[config.mk]
export PLATFORM = sky130hd
export DESIGN_NAME = cce_exec
export DESIGN_NICKNAME = d
export VERILOG_FILES = /design/src/hw/cce_pkg.sv /design/src/hw/cce_exec.sv
export VERILOG_INCLUDE_DIRS = /design/src /design/src/hw
export SDC_FILE = /design/constraint.sdc
export NUM_CORES = 1
export LEC_CHECK = 0
export BUFFER_PORTS_ARGS = -buffer_cell sky130_fd_sc_hd__buf_2
export CORE_MARGIN = 1.5
export CORE_UTILIZATION = 45
export CTS_BUF_LIST = sky130_fd_sc_hd__clkbuf_8
export CTS_CLUSTER_SIZE = 40
export DETAILED_ROUTE_END_ITERATION = 10
export GPL_ROUTABILITY_DRIVEN = 0
export PLACE_DENSITY = 0.74
export SLEW_MARGIN = 20
export SYNTH_ARGS = -nofsm -noshare
export SYNTH_HDL_FRONTEND = slang
export SYNTH_SLANG_ARGS = --single-unit
[constraint.sdc]
create_clock -name clock -period 3 [get_ports clock]
set_input_delay 0.3 -clock clock [delete_from_list [all_inputs] [get_ports clock]]
set_output_delay 0.3 -clock clock [all_outputs]
set_load 0.01 [all_outputs]
[src/hw/cce_map.svh]
`ifndef CCE_MAP_SVH
`define CCE_MAP_SVH

// ----------------------------------------
// opcode patterns
// ----------------------------------------
`define CCE_CALL_MASK   14'h3800
`define CCE_CALL_MATCH  14'h2000
`define CCE_ZFILE_MASK  14'h3F80
`define CCE_ZFILE_MATCH 14'h0180
`define CCE_ZACC_WORD   14'h0103
`define CCE_INV_MASK    14'h3F00
`define CCE_INV_MATCH   14'h0900

// ----------------------------------------
// field positions
// ----------------------------------------
`define CCE_DEST_BIT    7
`define CCE_LATCH_HI    4
`define CCE_LATCH_LO    3

// ----------------------------------------
// reset values
// ----------------------------------------
`define CCE_PC_RESET    13'h0000
`define CCE_ACC_RESET   8'h00

`endif

[src/hw/cce_pkg.sv]
`default_nettype none
package cce_pkg;

    typedef enum logic [2:0] {
        OP_NONE  = 3'b000,
        OP_CALL  = 3'b001,
        OP_ZFILE = 3'b010,
        OP_ZACC  = 3'b011,
        OP_INV   = 3'b100
    } cce_op_type;

    typedef enum logic [0:0] {
        ST_RUN   = 1'b0,
        ST_FLUSH = 1'b1
    } cce_state_type;

endpackage

`default_nettype wire

[src/hw/cce_exec.sv]
// Local design decisions: the valid/ready instruction port and the register addresses.
`timescale 1ns/10ps
`default_nettype none
`include "cce_map.svh"

module cce_exec
    import cce_pkg::*;
#(
    parameter int PC_W   = 13,
    parameter int DATA_W = 8,
    parameter int FA_W   = 7
) (
    input  wire logic              clock,
    input  wire logic              rst,
    input  wire logic              instr_valid,
    input  wire logic [13:0]       instr_word,
    input  wire logic [DATA_W-1:0] file_rd_data,
    input  wire logic [4:0]        pc_upper_latch,
    output var  logic              instr_ready_reg,
    output var  logic [PC_W-1:0]   pc_reg,
    output var  logic [DATA_W-1:0] acc_reg,
    output var  logic              zero_flag_reg,
    output var  logic              file_we_reg,
    output var  logic [FA_W-1:0]   file_waddr_reg,
    output var  logic [DATA_W-1:0] file_wdata_reg,
    output var  logic              stack_push_reg,
    output var  logic [PC_W-1:0]   stack_top_entry_reg,
    output var  logic              decode_miss_reg
);

    // ----------------------------------------
    // decode
    // ----------------------------------------
    function automatic cce_op_type op_decode(input logic [13:0] w);
        cce_op_type op;
        op = OP_NONE;
        if ((w & `CCE_CALL_MASK) == `CCE_CALL_MATCH) begin
            op = OP_CALL;
        end else if ((w & `CCE_ZFILE_MASK) == `CCE_ZFILE_MATCH) begin
            op = OP_ZFILE;
        end else if (w == `CCE_ZACC_WORD) begin
            op = OP_ZACC;
        end else if ((w & `CCE_INV_MASK) == `CCE_INV_MATCH) begin
            op = OP_INV;
        end
        return op;
    endfunction

    cce_op_type        cur_op;
    cce_state_type     state_reg;
    cce_state_type     state_next;
    logic              take;
    logic [DATA_W-1:0] inv_val;
    logic [PC_W-1:0]   pc_inc;

    assign take    = instr_valid && instr_ready_reg;
    assign cur_op  = op_decode(instr_word);
    assign inv_val = ~file_rd_data;
    assign pc_inc  = PC_W'(pc_reg + 1'b1);

    logic              ready_next;
    logic [PC_W-1:0]   pc_next;
    logic [DATA_W-1:0] acc_next;
    logic              zero_flag_next;
    logic              file_we_next;
    logic [FA_W-1:0]   file_waddr_next;
    logic [DATA_W-1:0] file_wdata_next;
    logic              stack_push_next;
    logic [PC_W-1:0]   stack_top_entry_next;
    logic              decode_miss_next;

    // ----------------------------------------
    // next state
    // ----------------------------------------
    always_comb begin
        state_next           = state_reg;
        ready_next           = instr_ready_reg;
        pc_next              = pc_reg;
        acc_next             = acc_reg;
        zero_flag_next       = zero_flag_reg;
        file_we_next         = 1'b0;
        file_waddr_next      = file_waddr_reg;
        file_wdata_next      = file_wdata_reg;
        stack_push_next      = 1'b0;
        stack_top_entry_next = stack_top_entry_reg;
        decode_miss_next     = 1'b0;
        case (state_reg)
            ST_RUN: begin
                if (take) begin
                    pc_next = pc_inc;
                    case (cur_op)
                        OP_CALL: begin
                            stack_push_next      = 1'b1;
                            stack_top_entry_next = pc_inc;
                            pc_next = {pc_upper_latch[`CCE_LATCH_HI:`CCE_LATCH_LO],
                                       instr_word[10:0]};
                            state_next = ST_FLUSH;
                            ready_next = 1'b0;
                        end
                        OP_ZFILE: begin
                            file_we_next    = 1'b1;
                            file_waddr_next = instr_word[FA_W-1:0];
                            file_wdata_next = '0;
                            zero_flag_next  = 1'b1;
                        end
                        OP_ZACC: begin
                            acc_next       = '0;
                            zero_flag_next = 1'b1;
                        end
                        OP_INV: begin
                            zero_flag_next = (inv_val == '0);
                            if (instr_word[`CCE_DEST_BIT]) begin
                                file_we_next    = 1'b1;
                                file_waddr_next = instr_word[FA_W-1:0];
                                file_wdata_next = inv_val;
                            end else begin
                                acc_next = inv_val;
                            end
                        end
                        default: begin
                            decode_miss_next = 1'b1;
                        end
                    endcase
                end
            end
            ST_FLUSH: begin
                state_next = ST_RUN;
                ready_next = 1'b1;
            end
            default: begin
                state_next = ST_RUN;
                ready_next = 1'b1;
            end
        endcase
    end

    // ----------------------------------------
    // registers
    // ----------------------------------------
    always_ff @(posedge clock) begin
        if (rst) begin
            state_reg           <= ST_RUN;
            instr_ready_reg     <= 1'b1;
            pc_reg              <= `CCE_PC_RESET;
            acc_reg             <= `CCE_ACC_RESET;
            zero_flag_reg       <= 1'b0;
            file_we_reg         <= 1'b0;
            file_waddr_reg      <= '0;
            file_wdata_reg      <= '0;
            stack_push_reg      <= 1'b0;
            stack_top_entry_reg <= `CCE_PC_RESET;
            decode_miss_reg     <= 1'b0;
        end else begin
            state_reg           <= state_next;
            instr_ready_reg     <= ready_next;
            pc_reg              <= pc_next;
            acc_reg             <= acc_next;
            zero_flag_reg       <= zero_flag_next;
            file_we_reg         <= file_we_next;
            file_waddr_reg      <= file_waddr_next;
            file_wdata_reg      <= file_wdata_next;
            stack_push_reg      <= stack_push_next;
            stack_top_entry_reg <= stack_top_entry_next;
            decode_miss_reg     <= decode_miss_next;
        end
    end

    // ----------------------------------------
    // checks
    // ----------------------------------------
    AST_CALL_PUSH: assert property (
        @(posedge clock) disable iff (rst)
        (take && cur_op == OP_CALL) |=>
            stack_push_reg && stack_top_entry_reg == PC_W'($past(pc_reg) + 1'b1))
        else $error("call did not push return address");

    AST_CALL_LOW: assert property (
        @(posedge clock) disable iff (rst)
        (take && cur_op == OP_CALL) |=> pc_reg[10:0] == $past(instr_word[10:0]))
        else $error("call literal not loaded");

    AST_CALL_HIGH: assert property (
        @(posedge clock) disable iff (rst)
        (take && cur_op == OP_CALL) |=>
            pc_reg[12:11] == $past(pc_upper_latch[4:3]) && $stable(zero_flag_reg)
            && $stable(acc_reg))
        else $error("call upper bits or flags wrong");

    AST_CALL_TWO: assert property (
        @(posedge clock) disable iff (rst)
        (take && cur_op == OP_CALL) |=> !instr_ready_reg ##1 instr_ready_reg)
        else $error("call not two cycles");

    AST_ZFILE: assert property (
        @(posedge clock) disable iff (rst)
        (take && cur_op == OP_ZFILE) |=>
            file_we_reg && file_wdata_reg == '0 && zero_flag_reg
            && file_waddr_reg == $past(instr_word[6:0]))
        else $error("clear file wrong");

    AST_INV_Z: assert property (
        @(posedge clock) disable iff (rst)
        (take && cur_op == OP_INV) |=> zero_flag_reg == ($past(file_rd_data) == 8'hFF))
        else $error("complement zero flag wrong");

    AST_INV_DEST: assert property (
        @(posedge clock) disable iff (rst)
        (take && cur_op == OP_INV) |=>
            (file_we_reg == $past(instr_word[7]))
            && (file_we_reg ? (file_wdata_reg == ~$past(file_rd_data) && $stable(acc_reg))
                            : (acc_reg == ~$past(file_rd_data))))
        else $error("complement destination wrong");

    AST_ZACC: assert property (
        @(posedge clock) disable iff (rst)
        (take && cur_op == OP_ZACC) |=> acc_reg == '0 && zero_flag_reg && !file_we_reg)
        else $error("clear accumulator wrong");

    AST_ONE_CYCLE: assert property (
        @(posedge clock) disable iff (rst)
        (take && (cur_op == OP_ZFILE || cur_op == OP_ZACC || cur_op == OP_INV)) |=>
            instr_ready_reg && !stack_push_reg && pc_reg == PC_W'($past(pc_reg) + 1'b1))
        else $error("single-cycle instruction took extra cycle");

endmodule

`default_nettype wire

==> results of run 1 <==
## cells in the final DEF, fill, tap and decap left out, drive strengths merged, types with 5 or more instances in the layout
| cell | instances |
|---|---|
| nor2 | 34 |
| clkbuf | 5 |
| o21ai | 17 |
| a2bb2oi | 8 |
| mux2i | 7 |
| dfxtp | 54 |
| nand4b | 8 |
| xnor2 | 6 |
| buf | 84 |
| o211ai | 10 |
| a21oi | 21 |
| inv | 10 |
| nand4 | 8 |
| nand2 | 16 |
| nor3 | 11 |
## kinds of logic after synthesis
kind of cell | count (synthesis) | synth area share
and+or+nand+nor | 108 | 0.239
AOI/OAI and AO/OA | 83 | 0.224
DFF | 54 | 0.436
buffers and inverters | 29 | 0.0455
muxes | 7 | 0.0283
xor gates and xnor gates | 6 | 0.0212
adders and majority gates | 1 | 0.00505
## report_power, final
group          switching, mW  total, mW  internal, mW
Sequential            0.0160      0.748         0.732
Combinational         0.0847      0.141        0.0564
Clock                  0.225      0.380         0.155
## final cells by class
cell class	count	area, um^2	area share
Inverter	8	30.0	0.0100
Clock inverter	2	7.51	0.00251
Timing Repair Buffer	84	430	0.144
Multi-Input combinational cell	205	1290	0.430
Clock buffer	5	68.8	0.0230
Tap cell	70	87.6	0.0293
Sequential cell	54	1080	0.361
## Yosys cell counts, types with 3 or more instances
library cell	count	share of area
dfxtp_1	54	0.44
nor2_1	33	0.050
a21oi_1	21	0.042
clkbuf_1	17	0.026
o21ai_0	17	0.034
nand2_1	16	0.024
nor3_1	11	0.022
o211ai_1	10	0.030
a2bb2oi_1	8	0.028
inv_1	8	0.012
nand4b_1	8	0.028
mux2i_1	7	0.028
nand4_1	7	0.018
xnor2_1	6	0.021
a31oi_1	4	0.010
and2_1	4	0.010
nand3_1	4	0.0081
nor4_1	4	0.010
a311oi_1	3	0.011
buf_2	3	0.0061
nand3b_1	3	0.0091
## per-stage QoR
step           utilization  worst slack (ns)  power [mW]
2_1_floorplan            -              1.04       0.846
3_5_place_dp         0.561             0.891       0.906
3_3_place_gp         0.561             0.945       0.903
4_1_cts              0.575             0.867        1.27
6_report             0.575             0.874        1.27
5_1_grt              0.575             0.758        1.32
## tightest hold or removal path: stages
cell,delay (ns)
buf_2,0.10
mux2i_1,0.06
nor2_1,0.07
## metal layers
layer  global-route usage  vias to the layer above  share of wire
met5                    0                        -              0
met4               0.0818                        0          0.015
met3               0.0405                       10          0.069
met2                0.339                       86           0.46
met1                0.298                     1125           0.46
li1                     -                     1212              -
## worst paths after layout
path | start | end | cells past startpoint
worst max-delay path | pc_reg[0] | pc_reg[12] | 5
worst min-delay path | instr_word[1] | file_waddr_reg[1] | 3
worst max register to register | pc_reg[0] | pc_reg[12] | 5
worst min register to register | stack_top_entry_reg[1] | stack_top_entry_reg[1] | 2
==> impl_metrics.toml, run 1 <==
[run_status]
status = "completed"

[place]
portBuffers = 80
post-dp-hpwl_mm = 4.64
dp.cells = 421
place_area_um2 = 2920

[drt]
vias = 2433
ant_nets = 0
totalWireLength_mm = 6.45
vias_per_cell = 5.68
drc = 0
avgRoutedWirePerCell_um = 15.1
drt_first_pass_iters = 4
drtIter0Drc = 178

[timing]
hold_viol = 0
max_freq_ghz = 0.470
post-route-min-period_ns = 2.13
setup_violations = 0
tightest_slew_ns = 0.677
finClkSkew_ns = 0.00594
tns_ns = 0
finalCritPeriodShare = 0.709
worst_hold_slack_ns = 0.264
final-max-slew-violation-count = 0
slew_headroom = 0.548
rsz0062_at_grt = "no"

[layout]
nNetsFinal = 389
nFillCells = 512
instances_no_fill = 428
fin_area_um2 = 2990
area_growth_pct = 20.9
n_antenna_cell = 0
drive_above_1_share = 0.268

[yosys]
synth_seq_area_share = 0.436
yosys_register_bits = 54
syn_inst = 288
ys.flop_type = "dfxtp_1"
ys_warn_count = 0
mappedNetlistNets = 319
synth_edf_count = 0
async_reset_ff_frac = 0
yosysUniqueCellTypes = 50
synth_area_per_cell_um2 = 8.60
syn_area_um2 = 2480

[worst_setup_path]
required_ns = 3.24
crit_type = "reg -> reg"
regToRegSetupSlack_ns = 0.87
cp_cell_sequence = "ha_1 -> nand3_1 -> or4_4 -> or4_1 -> a31oi_1"
cp_slowest_stage_delay_ns = 0.49
cp-end-kind = "flip-flop"
cp_slowest_cell = "or4_4"
critical_path.max_fanout = 7
cp.arrival_ns = 2.36
path_delay_family = "simple AND/OR/NAND/NOR gates"
path_buf_inv = 0
start_kind = "flip-flop"

[power]
power_density_nw_per_um2 = 424
ir_drop_mv = 0.226
p_leak_nw = 1.29

[clocking]
holdBufCountCts = 0
clk_latency_ns = 0.31
cts_tree = "done"
clkTransAtPathRegs_ns = 0.09
clock-sinks = 54
htree_num_levels = 2
clk_path_buf_depth = 2
cts_setup_buffers = 0
postCtsResizedCells = 0
cts_inserted_buffers = 5
root_buffer = "clkbuf_8"

[global_route]
grt_pass1_wl_mm = 10.5
grt_usage = 0.218
overflow = 0
grt_pass1_vias = 2222
grt_start_max_net_pins = 31
antenna_found_initial = 0

[floorplan]
die_width_um = 77.2
ioPinCount = 84
die_y_um = 77.2
die-area_um2 = 5960
fp.coreArea_um2 = 5200
initial_utilization = 0.476
num_rows = 26

[run]
drv_cap = 0

[min_path]
hold_class = "in -> reg"
(Power assumes the default switching activity.)
==> run 2, diff against run 1 <==
Settings changed: PLACE_DENSITY 0.74 to 0.77.
Clock period 3 ns to 1.8 ns, I/O delays scaled along.
==> impl_metrics.toml, run 2 (synthesis gave the netlist of run 1 again) <==
[layout]
n_antenna_cell = 0
nNetsFinal = 411
drive_above_1_share = 0.328
fin_area_um2 = 3220
area_growth_pct = 30.2
final_common_cell = "buf_2"
layout_common_cells = "80 x buf_2, 52 x dfxtp_1, 33 x nor2_1, 25 x buf_4, 21 x a21oi_1"

[power]
p_leak_nw = 1.41
combPwrFrac = 0.119
p_sw_uw = 579
report.power.total_mw = 2.33
power_density_nw_per_um2 = 722
clockPowerShare = 0.348
ir_drop_mv = 0.338
internal-power_mw = 1.75
p_sw_frac = 0.248
seqPwrFrac = 0.533

[run_status]
status = "completed"

[worst_setup_path]
required_ns = 2.04
regToRegSetupSlack_ns = 0.08
cp_cell_sequence = "nand4_2 -> or4_4 -> or4_1 -> a31oi_1"
start_kind = "flip-flop"
cp-end-kind = "flip-flop"
path_buf_inv = 0
path_delay_family = "simple AND/OR/NAND/NOR gates"
r2r-start = "pc_reg[9]"
crit_type = "reg -> reg"
cp.arrival_ns = 1.96
cp_slowest_cell = "or4_4"
r2r_end = "pc_reg[12]"
worst_r2r_path_depth = 4
cp_slowest_stage_delay_ns = 0.55
critical_path.max_fanout = 4

[drt]
vias_per_cell = 5.67
drc = 0
totalWireLength_mm = 6.76
ant_nets = 0
vias = 2559
drtIter0Drc = 196
drt_first_pass_iters = 4
avgRoutedWirePerCell_um = 15.0

[min_path]
hold_end = "file_waddr_reg[1]"
holdPathStages = 3
holdCritStartpoint = "instr_word[1]"
hold_class = "in -> reg"

[timing]
final-max-slew-violation-count = 0
slew_headroom = 0.690
max_freq_ghz = 0.581
finalCritPeriodShare = 0.957
tns_ns = 0
finClkSkew_ns = 0.00944
rsz0062_at_grt = "no"
setup_violations = 0
hold_viol = 0
post-route-min-period_ns = 1.72
tightest_slew_ns = 0.458
setup_ws_ns = 0.0779

[clocking]
clock-sinks = 54
root_buffer = "clkbuf_8"
cts_setup_buffers = 0
postCtsResizedCells = 0
htree_num_levels = 2
holdBufCountCts = 0
clk_path_buf_depth = 2
clkTransAtPathRegs_ns = 0.10
clk_latency_ns = 0.31
cts_tree = "done"
cts_inserted_buffers = 5

[global_route]
overflow = 0
antenna_found_initial = 0
grt_pass1_wl_mm = 11.1
grt_pass1_vias = 2292
grt_start_max_net_pins = 25
grt_usage = 0.231

[place]
post-dp-hpwl_mm = 5.01
pre_cts_ws_ns = 0.104
place_area_um2 = 3120
portBuffers = 80

[floorplan]
die_y_um = 77.2
ioPinCount = 84
die-area_um2 = 5960
initial_utilization = 0.476
num_rows = 26
die_width_um = 77.2
fp.coreArea_um2 = 5200

[run]
drv_cap = 0
## run 2: power groups by stage
stage | Sequential (mW) | Combinational, mW | Clock, mW
2_1_floorplan | 1.29 | 0.128 | 0
3_3_place_gp | 1.27 | 0.271 | 0
3_5_place_dp | 1.27 | 0.274 | 0
4_1_cts | 1.24 | 0.276 | 0.820
5_1_grt | 1.25 | 0.303 | 0.864
6_report | 1.24 | 0.277 | 0.810
## run 2: worst max-delay path by stage
stage / depth (start not counted) / slack [ns] / end / from
after detailed placement: 4 / 0.10 / pc_reg[12] / pc_reg[9]
after CTS: 4 / 0.08 / pc_reg[12] / pc_reg[9]
after floorplan: 4 / 0.02 / pc_reg[12] / pc_reg[7]
final: 4 / 0.08 / pc_reg[12] / pc_reg[9]
after global placement: 5 / 0.13 / pc_reg[12] / pc_reg[1]
after global routing: 4 / 0.003 / pc_reg[12] / pc_reg[9]
## run 2: final cells by class
| cell class | count | area, um^2 |
|---|---|---|
| clock inverter | 3 | 40.0 |
| timing repair buffer | 106 | 608 |
| tap | 70 | 87.6 |
| clock buffer | 5 | 68.8 |
| inverter | 8 | 30.0 |
| fill | 495 | 1980 |
| sequential | 54 | 1080 |
| multi-input combinational | 205 | 1310 |
## run 2: stage by stage
step / util / instances / hold WS, ns
after floorplan: - / 288 / 0.324
after global placement: 0.599 / 443 / 0.443
after detailed placement: 0.599 / 443 / 0.443
after CTS: 0.619 / 451 / 0.143
after global routing: 0.619 / 451 / 0.154
final: 0.619 / 451 / 0.143
## run 2: worst min-delay path: stages
cell and delay [ns]:
buf_2 0.10, mux2i_1 0.06, nor2_1 0.07
## run 2: per-layer routing
| metal | global-route usage | up-vias | part of all wire |
|---|---|---|---|
| met3 | 0.0536 | 7 | 0.063 |
| met4 | 0.0818 | 0 | 0.014 |
| met1 | 0.300 | 1198 | 0.44 |
| met5 | 0 | - | 0 |
| li1 | - | 1262 | - |
| met2 | 0.375 | 92 | 0.48 |
==> run 3, diff against run 2 <==
Settings changed: CAP_MARGIN set to 15, CORE_MARGIN 1.5 to unset.
==> impl_metrics.toml, run 3 (synthesis gave the netlist of run 1 again) <==
[power]
power_density_nw_per_um2 = 723
clockPowerShare = 0.348
internal-power_mw = 1.75
ir_drop_mv = 0.512
combPwrFrac = 0.119
p_sw_uw = 578
p_sw_frac = 0.248
p_leak_nw = 1.41
seqPwrFrac = 0.533

[timing]
rsz0062_at_grt = "no"
post-route-min-period_ns = 1.72
tns_ns = 0
finalCritPeriodShare = 0.958
final-max-slew-violation-count = 0
setup_ws_ns = 0.0756
tightest_slew_ns = 0.446
max_freq_ghz = 0.580
finClkSkew_ns = 0.00587
slew_headroom = 0.698
hold_viol = 0
setup_violations = 0

[layout]
fin_area_um2 = 3220
area_growth_pct = 29.9
drive_above_1_share = 0.326
layout_common_cells = "80 x buf_2, 52 x dfxtp_1, 33 x nor2_1, 24 x buf_4, 21 x a21oi_1"
final_common_cell = "buf_2"
n_antenna_cell = 0
nNetsFinal = 410

[global_route]
grt_usage = 0.237
grt_pass1_wl_mm = 11.2
overflow = 0
grt_start_max_net_pins = 44
grt_pass1_vias = 2376
antenna_found_initial = 0

[floorplan]
initial_utilization = 0.476
num_rows = 26
fp.coreArea_um2 = 5200
die_width_um = 76.2
ioPinCount = 84
die_y_um = 76.2
die-area_um2 = 5810

[clocking]
holdBufCountCts = 0
root_buffer = "clkbuf_8"
clkTransAtPathRegs_ns = 0.10
clock-sinks = 54
clk_latency_ns = 0.31
htree_num_levels = 2
clk_path_buf_depth = 2
cts_inserted_buffers = 5
cts_tree = "done"

[place]
place_area_um2 = 3110
pre_cts_ws_ns = 0.0836
portBuffers = 80
post-dp-hpwl_mm = 4.88

[worst_setup_path]
cp.arrival_ns = 1.96
start_kind = "flip-flop"
cp-end-kind = "flip-flop"
crit_type = "reg -> reg"
critical_path.max_fanout = 5
required_ns = 2.04

[run_status]
status = "completed"

[min_path]
hold_class = "in -> reg"

[drt]
avgRoutedWirePerCell_um = 14.9
drt_first_pass_iters = 4
vias_per_cell = 5.69
ant_nets = 0
vias = 2559
totalWireLength_mm = 6.68
drc = 0
drtIter0Drc = 142

[run]
drv_cap = 0
[run 3: cell types whose count changed in the layout (fill, tap and decap cells not counted), sizes merged]
| cell | previous run | this run |
|---|---|---|
| buf | 106 | 105 |
[run 3: metal layers]
metal | up-vias | global-route usage | part of all wire
li1 | 1249 | - | -
met1 | 1223 | 0.310 | 0.45
met2 | 80 | 0.393 | 0.48
met3 | 7 | 0.0467 | 0.064
met4 | 0 | 0.0769 | 0.010
met5 | - | 0 | 0
[run 3: cell type report]
type                       instances  area (um^2)
timing repair buffer             105          601
tap                               70         87.6
sequential                        54         1090
fill                             498         1990
multi-input combinational        205         1310
inverter                           8         30.0
clock inverter                     3         40.0
clock buffer                       5         68.8
[run 3: final timing paths]
check                    startpoint                endpoint  slack [ns]  depth (start not counted)
max reg2reg               pc_reg[1]              pc_reg[12]        0.08                          5
min                   instr_word[4]       file_waddr_reg[4]        0.14                          3
max                       pc_reg[1]              pc_reg[12]        0.08                          5
min reg2reg  stack_top_entry_reg[1]  stack_top_entry_reg[1]        0.46                          2
[run 3: critical path, stage by stage (launching register included)]
cell	delay (ns)
dfxtp_4	0.38
ha_4	0.16
nand3_2	0.09
or4_4	0.44
or4_1	0.41
a31oi_1	0.16
[run 3: through the flow]
step / instances / util / hold WS, ns / power (mW)
final: 450 / 0.619 / 0.141 / 2.33
after global routing: 450 / 0.619 / 0.143 / 2.42
after CTS: 450 / 0.618 / 0.139 / 2.33
after detailed placement: 442 / 0.597 / 0.448 / 1.54
after global placement: 442 / 0.597 / 0.446 / 1.54
after floorplan: 288 / - / 0.324 / 1.42
[run 3: power groups by stage]
| stage | logic, mW | clock network (mW) | registers (mW) |
|---|---|---|---|
| global route | 0.301 | 0.871 | 1.25 |
| global placement | 0.272 | 0 | 1.27 |
| CTS | 0.275 | 0.814 | 1.24 |
| detailed placement | 0.274 | 0 | 1.27 |
| finish | 0.276 | 0.810 | 1.24 |
| floorplan | 0.128 | 0 | 1.29 |
[run 3: repair_timing]
action	CTS	global route
setup buffers	0	0
endpoints found under the setup margin	0	1
resized for setup	0	1
